### src/jrp_cfg.svh
`ifndef JRP_CFG_SVH
`define JRP_CFG_SVH

// Register byte addresses.
`define JRP_ADDR_TEST_CTRL  12'h32c
`define JRP_ADDR_REF_LOW    12'h32d
`define JRP_ADDR_REF_HIGH   12'h32e
`define JRP_ADDR_RESULT     12'h32f
`define JRP_ADDR_SETUP      12'h333
`define JRP_ADDR_INVERT     12'h334
`define JRP_ADDR_DEV_NUM    12'h400
`define JRP_ADDR_ADJ_BANK   12'h401
`define JRP_ADDR_LANE_ID    12'h402
`define JRP_ADDR_SCR_LANES  12'h403
`define JRP_ADDR_OCTETS     12'h404

// Field positions in the check control and result bytes.
`define JRP_TEST_EN_BIT     0
`define JRP_TEST_CLR_BIT    1
`define JRP_CONV_SEL_LSB    2
`define JRP_SAMP_SEL_LSB    4
`define JRP_RESULT_FAIL_BIT 0

// Reset value, writable-bit and captured-field masks and the required setup value.
`define JRP_RST_BYTE        8'h00
`define JRP_MASK_TEST_CTRL  8'h3f
`define JRP_MASK_LANE_ID    8'h7f
`define JRP_MASK_SCR_LANES  8'h9f
`define JRP_SETUP_GOOD      8'h01

// Octet positions inside the lane 0 configuration data.
`define JRP_OCT_DEV_NUM     4'h0
`define JRP_OCT_ADJ_BANK    4'h1
`define JRP_OCT_LANE_ID     4'h2
`define JRP_OCT_SCR_LANES   4'h3
`define JRP_OCT_OCTETS      4'h4

// Converter sample width.
`define JRP_SAMPLE_W        16

`endif

### src/jrp_pkg.sv
`default_nettype none

package jrp_pkg;

  typedef logic [11:0] jrp_reg_addr_t;
  typedef logic [7:0]  jrp_byte_t;
  typedef logic [3:0]  jrp_oct_idx_t;

  // Capture states, one-hot.
  typedef enum logic [1:0] {
    JRP_CAP_IDLE = 2'b01,
    JRP_CAP_RECV = 2'b10
  } jrp_cap_state_t;

endpackage

`default_nettype wire

### src/jrp_cfg_if.sv
`timescale 1ns/1ps
`default_nettype none

// Captured link configuration bytes, passed from capture to registers.
interface jrp_cfg_if;
  logic [7:0] dev_num;
  logic [7:0] adj_bank;
  logic [7:0] lane_id;
  logic [7:0] scr_lanes;
  logic [7:0] octets;

  modport source (output dev_num, adj_bank, lane_id, scr_lanes, octets);
  modport sink   (input  dev_num, adj_bank, lane_id, scr_lanes, octets);
endinterface

`default_nettype wire

### src/jrp_link_param_regs.sv
`timescale 1ns/1ps
`default_nettype none
`include "jrp_cfg.svh"

module jrp_link_param_regs #(
  parameter int LANES  = 8,   // Logical lanes.
  parameter int LANE_W = 32,  // Bits per lane word.
  parameter int CONVS  = 4,   // Converters.
  parameter int SPC    = 4    // Samples per converter.
) (
  input  wire logic         clk,           // System clock.
  input  wire logic         sys_rst,       // Synchronous reset.
  input  wire logic         ce,            // Clock enable.
  input  wire jrp_pkg::jrp_reg_addr_t reg_addr,  // Register address.
  input  wire jrp_pkg::jrp_byte_t     reg_wdata, // Write data.
  input  wire logic         reg_wr,        // Write strobe.
  input  wire logic         reg_rd,        // Read strobe.
  output jrp_pkg::jrp_byte_t          reg_rdata, // Read data.
  output logic              reg_rvalid,    // Read data valid.
  input  wire logic [LANES*LANE_W-1:0] lane_in,  // Deserialized.
  output logic [LANES*LANE_W-1:0]      lane_out, // After inversion.
  input  wire logic         cfg_start,     // Lane 0 alignment starts.
  input  wire logic         cfg_end,       // Lane 0 alignment ends.
  input  wire logic         cfg_octet_valid, // Config octet strobe.
  input  wire jrp_pkg::jrp_oct_idx_t cfg_octet_index, // Position.
  input  wire jrp_pkg::jrp_byte_t    cfg_octet,       // Value.
  input  wire logic [CONVS*SPC*16-1:0] samples, // Receiver samples.
  input  wire logic         samples_valid, // Samples strobe.
  output logic              link_setup_ok  // Setup byte correct.
);
  import jrp_pkg::*;

  jrp_cfg_if cfg ();

  jrp_byte_t  test_ctrl;
  jrp_byte_t  ref_low;
  jrp_byte_t  ref_high;
  jrp_byte_t  link_setup;
  jrp_byte_t  invert_mask;
  jrp_byte_t  next_test_ctrl;
  jrp_byte_t  next_ref_low;
  jrp_byte_t  next_ref_high;
  jrp_byte_t  next_link_setup;
  jrp_byte_t  next_invert_mask;
  jrp_byte_t  next_rdata;
  logic       next_rvalid;
  logic       check_fail;
  logic       unmapped;
  logic [LANES*LANE_W-1:0] next_lane_out;

  // Captures the lane 0 configuration fields.
  jrp_cfg_capture u_capture (
    .clk         (clk),
    .sys_rst     (sys_rst),
    .ce          (ce),
    .cfg_start   (cfg_start),
    .cfg_end     (cfg_end),
    .octet_valid (cfg_octet_valid),
    .octet_index (cfg_octet_index),
    .octet       (cfg_octet),
    .cfg         (cfg.source)
  );

  // Runs the short sample check against the assembled reference.
  jrp_sample_check #(
    .CONVS (CONVS),
    .SPC   (SPC)
  ) u_check (
    .clk           (clk),
    .sys_rst       (sys_rst),
    .ce            (ce),
    .enable        (test_ctrl[`JRP_TEST_EN_BIT]),
    .clear         (test_ctrl[`JRP_TEST_CLR_BIT]),
    .conv_sel      (test_ctrl[`JRP_CONV_SEL_LSB +: 2]),
    .samp_sel      (test_ctrl[`JRP_SAMP_SEL_LSB +: 2]),
    .ref_sample    ({ref_high, ref_low}),
    .samples       (samples),
    .samples_valid (samples_valid),
    .fail          (check_fail)
  );

  // Writable registers; writes to read-only or unmapped bytes are
  // dropped without any indication, as the port has no error path.
  always_comb
  begin
    next_test_ctrl   = test_ctrl;
    next_ref_low     = ref_low;
    next_ref_high    = ref_high;
    next_link_setup  = link_setup;
    next_invert_mask = invert_mask;
    if (reg_wr)
    begin
      case (reg_addr)
        `JRP_ADDR_TEST_CTRL:
          next_test_ctrl = reg_wdata & `JRP_MASK_TEST_CTRL;
        `JRP_ADDR_REF_LOW:  next_ref_low     = reg_wdata;
        `JRP_ADDR_REF_HIGH: next_ref_high    = reg_wdata;
        `JRP_ADDR_SETUP:    next_link_setup  = reg_wdata;
        `JRP_ADDR_INVERT:   next_invert_mask = reg_wdata;
        default:            next_link_setup  = link_setup;
      endcase
    end
  end

  // Writable bytes; a low clock enable freezes them along with the rest.
  always_ff @(posedge clk)
  begin
    if (sys_rst)
    begin
      test_ctrl   <= `JRP_RST_BYTE;
      ref_low     <= `JRP_RST_BYTE;
      ref_high    <= `JRP_RST_BYTE;
      link_setup  <= `JRP_RST_BYTE;
      invert_mask <= `JRP_RST_BYTE;
    end
    else if (ce)
    begin
      test_ctrl   <= next_test_ctrl;
      ref_low     <= next_ref_low;
      ref_high    <= next_ref_high;
      link_setup  <= next_link_setup;
      invert_mask <= next_invert_mask;
    end
  end

  assign link_setup_ok = (link_setup == `JRP_SETUP_GOOD);

  // Read path; answers one cycle after the strobe, unmapped reads
  // return zero so software never sees stale bus data.
  always_comb
  begin
    next_rvalid = reg_rd;
    next_rdata  = reg_rdata;
    unmapped    = 1'b0;
    if (reg_rd)
    begin
      case (reg_addr)
        `JRP_ADDR_TEST_CTRL: next_rdata = test_ctrl;
        `JRP_ADDR_REF_LOW:   next_rdata = ref_low;
        `JRP_ADDR_REF_HIGH:  next_rdata = ref_high;
        `JRP_ADDR_RESULT:
        begin
          next_rdata = `JRP_RST_BYTE;
          next_rdata[`JRP_RESULT_FAIL_BIT] = check_fail;
        end
        `JRP_ADDR_SETUP:     next_rdata = link_setup;
        `JRP_ADDR_INVERT:    next_rdata = invert_mask;
        `JRP_ADDR_DEV_NUM:   next_rdata = cfg.dev_num;
        `JRP_ADDR_ADJ_BANK:  next_rdata = cfg.adj_bank;
        `JRP_ADDR_LANE_ID:   next_rdata = cfg.lane_id;
        `JRP_ADDR_SCR_LANES: next_rdata = cfg.scr_lanes;
        `JRP_ADDR_OCTETS:    next_rdata = cfg.octets;
        default:
        begin
          next_rdata = `JRP_RST_BYTE;
          unmapped   = 1'b1;
        end
      endcase
    end
  end

  // The answer is registered, so read data stands until the next read.
  always_ff @(posedge clk)
  begin
    if (sys_rst)
    begin
      reg_rdata  <= `JRP_RST_BYTE;
      reg_rvalid <= 1'b0;
    end
    else if (ce)
    begin
      reg_rdata  <= next_rdata;
      reg_rvalid <= next_rvalid;
    end
  end

  // per-lane inversion.
  // The inverted data costs one register stage of latency, traded for
  // a clean timing path from the deserializer.
  always_comb
  begin
    for (int l = 0; l < LANES; l++)
    begin
      next_lane_out[l*LANE_W +: LANE_W] =
        lane_in[l*LANE_W +: LANE_W] ^ {LANE_W{invert_mask[l]}};
    end
  end

  // Output stage for the lane data.
  always_ff @(posedge clk)
  begin
    if (sys_rst)
      lane_out <= '0;
    else if (ce)
      lane_out <= next_lane_out;
  end
endmodule // jrp_link_param_regs

`default_nettype wire

### src/jrp_cfg_capture.sv
`timescale 1ns/1ps
`default_nettype none
`include "jrp_cfg.svh"

module jrp_cfg_capture (
  input  wire logic           clk,          // System clock.
  input  wire logic           sys_rst,      // Synchronous reset.
  input  wire logic           ce,           // Clock enable.
  input  wire logic           cfg_start,    // Alignment data begins.
  input  wire logic           cfg_end,      // Alignment data ends.
  input  wire logic           octet_valid,  // Config octet strobe.
  input  wire jrp_pkg::jrp_oct_idx_t octet_index, // Octet position.
  input  wire jrp_pkg::jrp_byte_t    octet,       // Octet value.
  jrp_cfg_if.source           cfg           // Captured fields.
);
  import jrp_pkg::*;

  jrp_cap_state_t state;
  jrp_cap_state_t next_state;
  jrp_byte_t      next_dev_num;
  jrp_byte_t      next_adj_bank;
  jrp_byte_t      next_lane_id;
  jrp_byte_t      next_scr_lanes;
  jrp_byte_t      next_octets;

  // Octets outside an alignment window are ignored, so idle data
  // carrying look-alike bytes cannot disturb the stored fields.
  // capture from lane 0.
  always_comb
  begin
    next_state     = state;
    next_dev_num   = cfg.dev_num;
    next_adj_bank  = cfg.adj_bank;
    next_lane_id   = cfg.lane_id;
    next_scr_lanes = cfg.scr_lanes;
    next_octets    = cfg.octets;
    case (state)
      JRP_CAP_IDLE:
      begin
        if (cfg_start)
          next_state = JRP_CAP_RECV;
      end
      JRP_CAP_RECV:
      begin
        if (octet_valid)
        begin
          case (octet_index)
            `JRP_OCT_DEV_NUM:   next_dev_num  = octet;
            `JRP_OCT_ADJ_BANK:  next_adj_bank = octet;
            `JRP_OCT_LANE_ID:
              next_lane_id = octet & `JRP_MASK_LANE_ID;
            `JRP_OCT_SCR_LANES:
              next_scr_lanes = octet & `JRP_MASK_SCR_LANES;
            `JRP_OCT_OCTETS:    next_octets   = octet;
            default:            next_octets   = cfg.octets;
          endcase
        end
        if (cfg_end)
          next_state = JRP_CAP_IDLE;
      end
      default: next_state = JRP_CAP_IDLE;
    endcase
  end

  // Fields stay zero until the first configuration data arrives.
  always_ff @(posedge clk)
  begin
    if (sys_rst)
    begin
      state         <= JRP_CAP_IDLE;
      cfg.dev_num   <= `JRP_RST_BYTE;
      cfg.adj_bank  <= `JRP_RST_BYTE;
      cfg.lane_id   <= `JRP_RST_BYTE;
      cfg.scr_lanes <= `JRP_RST_BYTE;
      cfg.octets    <= `JRP_RST_BYTE;
    end
    else if (ce)
    begin
      state         <= next_state;
      cfg.dev_num   <= next_dev_num;
      cfg.adj_bank  <= next_adj_bank;
      cfg.lane_id   <= next_lane_id;
      cfg.scr_lanes <= next_scr_lanes;
      cfg.octets    <= next_octets;
    end
  end
endmodule // jrp_cfg_capture

`default_nettype wire

### src/jrp_sample_check.sv
`timescale 1ns/1ps
`default_nettype none
`include "jrp_cfg.svh"

module jrp_sample_check #(
  parameter int CONVS = 4,  // Converters.
  parameter int SPC   = 4   // Samples per converter.
) (
  input  wire logic         clk,        // System clock.
  input  wire logic         sys_rst,    // Synchronous reset.
  input  wire logic         ce,         // Clock enable.
  input  wire logic         enable,     // Check enable.
  input  wire logic         clear,      // Result clear.
  input  wire logic [1:0]   conv_sel,   // Converter select.
  input  wire logic [1:0]   samp_sel,   // Sample select.
  input  wire logic [15:0]  ref_sample, // Expected sample.
  input  wire logic [CONVS*SPC*16-1:0] samples, // Receiver output.
  input  wire logic         samples_valid, // Samples strobe.
  output logic              fail        // Mismatch seen.
);
  import jrp_pkg::*;

  logic [15:0] picked;
  logic        mismatch;
  logic        next_fail;

  always_comb
  begin
    picked   = samples[(int'(conv_sel) * SPC + int'(samp_sel))
                       * `JRP_SAMPLE_W +: `JRP_SAMPLE_W];
    mismatch = enable && samples_valid && (picked != ref_sample);
    next_fail = fail;
    if (clear)
      next_fail = 1'b0;
    // A mismatch in the clearing cycle is kept, never lost.
    if (mismatch)
      next_fail = 1'b1;
  end

  // The flag is sticky; only the clear bit or a reset drops it.
  always_ff @(posedge clk)
  begin
    if (sys_rst)
      fail <= 1'b0;
    else if (ce)
      fail <= next_fail;
  end
endmodule // jrp_sample_check

`default_nettype wire

### config.mk
export PLATFORM = sky130hd
export DESIGN_NAME = jrp_link_param_regs
export DESIGN_NICKNAME = d
export VERILOG_FILES = /design/src/jrp_pkg.sv /design/src/jrp_cfg_if.sv /design/src/jrp_link_param_regs.sv /design/src/jrp_cfg_capture.sv /design/src/jrp_sample_check.sv
export VERILOG_INCLUDE_DIRS = /design/src
export SDC_FILE = /design/constraint.sdc
export NUM_CORES = 1
export LEC_CHECK = 0
export ABC_AREA = 1
export BUFFER_PORTS_ARGS = -buffer_cell sky130_fd_sc_hd__buf_2
export CAP_MARGIN = 10
export CORE_AREA = 2 2 315 317
export CTS_BUF_LIST = sky130_fd_sc_hd__clkbuf_8
export DETAILED_ROUTE_END_ITERATION = 10
export DIE_AREA = 0 0 317 319
export SYNTH_ARGS = -nofsm -noshare
export SYNTH_HDL_FRONTEND = slang
export SYNTH_SLANG_ARGS = --single-unit
### constraint.sdc
create_clock -name clk -period 1.7 [get_ports clk]
set_clock_uncertainty 0.05 [all_clocks]
set_input_delay 0.17 -clock clk [delete_from_list [all_inputs] [get_ports clk]]
set_output_delay 0.17 -clock clk [all_outputs]
set_load 0.1 [all_outputs]
==> impl_metrics.env <==
export IMPL_path_max_fanout=6
export IMPL_routabilityCongestion=0.961
export IMPL_postPlaceCellArea_sq_um=25700
export IMPL_synth_area_sq_um=19100
export IMPL_fillers=10300
export IMPL_powerDensity_nw_per_um2=780
export IMPL_design_die_area_sq_um=101000
export IMPL_path_class="reg -> reg"
export IMPL_synthCells=2927
export IMPL_cts_tree="yes"
export IMPL_syn2layout_area_growth_pct=62.5
export IMPL_drc=0
export IMPL_synth_edf_count=0
export IMPL_core_sq_um=97700
export IMPL_hold_ws_ns=0.117
export IMPL_failed_checks="negative setup slack"
export IMPL_detail_route_antenna_nets=0
export IMPL_clk_root_buffer_cell="clkbuf_8"
export IMPL_num_io_pins=819
export IMPL_wl_mm=91.4
export IMPL_drtIter0Drc=1689
export IMPL_slew_violations=0
export IMPL_place_ws_ns=-0.414
export IMPL_max_cap_violations=0
export IMPL_vias=23000
export IMPL_io_buffer_count=818
export IMPL_viasPerCell=4.24
export IMPL_grt_overflow_total=0
export IMPL_post_dp_hpwl_mm=67.0
export IMPL_grt_usage=0.169
export IMPL_status="finished with violations"
export IMPL_cts_buffer_depth=3
export IMPL_min_path_type="in -> reg"
export IMPL_worst_endpoint_required_ns=2.18
export IMPL_place_inst=5003
export IMPL_slew_headroom=0.676
export IMPL_netlist_area_leader_share=0.360
export IMPL_synth_flop_cell="dfxtp_1"
export IMPL_max_freq_mhz=496
export IMPL_rsz0062_at_grt="true"
export IMPL_avgSynthCellArea_sq_um=6.52
export IMPL_row_count=115
export IMPL_start_util=0.195
export IMPL_fp_dieH_um=319
export IMPL_async_reset_ff_frac=0
export IMPL_grt_pass1_vias=22700
export IMPL_synthTopCellsByArea="dfxtp_1, nor2_1, xor2_1"
export IMPL_num_nets_final=4644
export IMPL_yosysTopAreaCell="dfxtp_1"
export IMPL_final_period_utilization=1.19
export IMPL_critPathLaunchType="flop"
export IMPL_wl_per_cell_um=16.8
export IMPL_htreeDepth=3
export IMPL_clock_sinks=343
export IMPL_ys_seq_area_frac=0.360
export IMPL_numCtsBuffers=66
export IMPL_arrival_ns=2.50
export IMPL_setup_violations_final=2
export IMPL_die_x_um=317
export IMPL_worst_pin_slew_ns=0.489
export IMPL_hold_viol=0
export IMPL_clk_insertion_delay_late_ns=0.64
export IMPL_antenna_found_initial=18
export IMPL_total_power_mw=24.2
export IMPL_leakagePower_nw=16.9
export IMPL_design_area_sq_um=31000
export IMPL_ys_warn_count=0
export IMPL_synth_seq_cells=343
export IMPL_drive_above_1_share=0.278
export IMPL_peakVddDrop_v=0.000793
export IMPL_grt_pass1_wl_mm=132
export IMPL_critPathCaptureType="flop"
export IMPL_grt_max_degree=61
export IMPL_fin_cells=5424
export IMPL_synth_fp_nets=3480
export IMPL_synth_cell_types=31
export IMPL_fin_ws_ns=-0.317
export IMPL_dr_pass1_iters=7
export IMPL_clkTransAtPathRegs_ns=0.06
export IMPL_fin_crit_ns=2.02
## layout by cell type (no fill, tap or decap), types with 167 or more instances in the layout
master         netlist  final
xor2_1             256    256
nand2_1            420    419
nor2_1             626    622
o21ai_0            318    311
buf_4                7    348
dfxtp_1            343    331
buf_2               37    551
inv_1              441    449
nand3_1            182    167
dlygate4sd3_1        0    284
## final cells by class
type / count / area [sq um] / share of cell area
Clock inverter: 31 / 195 / 0.00629
Inverter: 444 / 1680 / 0.0541
Timing Repair Buffer: 1286 / 9710 / 0.313
Multi-Input combinational cell: 1950 / 9840 / 0.317
Clock buffer: 79 / 1090 / 0.0351
Antenna cell: 4 / 10.0 / 0.000323
Sequential cell: 343 / 6890 / 0.222
Tap cell: 1287 / 1610 / 0.0519
## critical path: stages (launching register included)
cell and delay [ns]:
dfxtp_4 0.42, inv_8 0.08, buf_12 0.15, buf_4 0.15
o21ai_0 0.15, nand3_1 0.19, nand3_2 0.11, nand2_1 0.05
nand2_1 0.05, nand2_1 0.08, nor2_1 0.11, nand2_1 0.06
nor2_1 0.08, nand2_1 0.06, nand2_1 0.06, a21oi_1 0.05
## cells in the mapped netlist, types with 4 or more instances
cell type  instances
nor4_4             5
xor2_1           256
nand2_1          420
o211ai_1           5
a221oi_1           4
buf_6              7
nand4_1            7
buf_4              7
o21ai_0          318
nand3_1          182
dfxtp_1          343
nor3_1             5
buf_2             37
clkbuf_1         113
o22ai_1            8
a21oi_1           52
buf_1             26
a311oi_1           5
nor2_1           626
inv_1            441
a211oi_1          44
## sequential cells by signal, indices dropped and copies added, names as in the netlist, 8 cells and up
name / flops
reg_rdata: 8
lane_out: 256
invert_mask: 8
u_capture.cfg.dev_num: 8
ref_high: 8
ref_low: 8
u_capture.cfg.octets: 8
u_capture.cfg.adj_bank: 8
link_setup: 8
## worst paths after layout
path	start	end	slack, ns	cells after the start
max reg2reg	test_ctrl[4]	u_check.fail	-0.32	15
max	test_ctrl[4]	u_check.fail	-0.32	15
min reg2reg	u_capture.state[1]	u_capture.state[1]	0.42	2
min	ce	lane_out[215]	0.12	6
## where the power goes
group | switching (mW) | internal, mW
registers | 0.259 | 8.49
clock network | 3.86 | 4.39
logic | 5.08 | 2.11
## stage by stage
step                      utilization  setup TNS [ns]
after floorplan                     -               0
after global placement          0.263           -4.83
after detailed placement        0.263           -6.00
after CTS                       0.312          -0.643
after global routing            0.317          -0.755
final                           0.317          -0.492
## layer usage
| layer | wire length, um | share of wire | up-vias | track usage |
|---|---|---|---|---|
| li1 | - | - | 11300 | - |
| met1 | 38700 | 0.42 | 10600 | 0.208 |
| met2 | 42100 | 0.46 | 902 | 0.278 |
| met3 | 7350 | 0.080 | 203 | 0.0479 |
| met4 | 3080 | 0.034 | 22 | 0.0587 |
| met5 | 149 | 0.0016 | - | 0 |
## cells by family (layout without fill, tap and decap cells)
logic type | Yosys count | in the layout | synth area share
AND/OR/NAND/NOR | 1252 | 1252 | 0.266
buffers and inverters | 634 | 1840 | 0.131
AO/OA/AOI/OAI | 442 | 442 | 0.125
flip-flops | 343 | 343 | 0.360
XOR/XNOR | 256 | 256 | 0.117
other | 0 | 4 | 0
## timing repair
item	in CTS	in global routing
gates cloned	0	9
endpoints found under the hold margin	342	0
setup buffers	3	9
hold buffers	286	0
setup endpoints to repair	219	60
pin swaps	3	11
resized for setup	228	89
(Power assumes the default switching activity.)
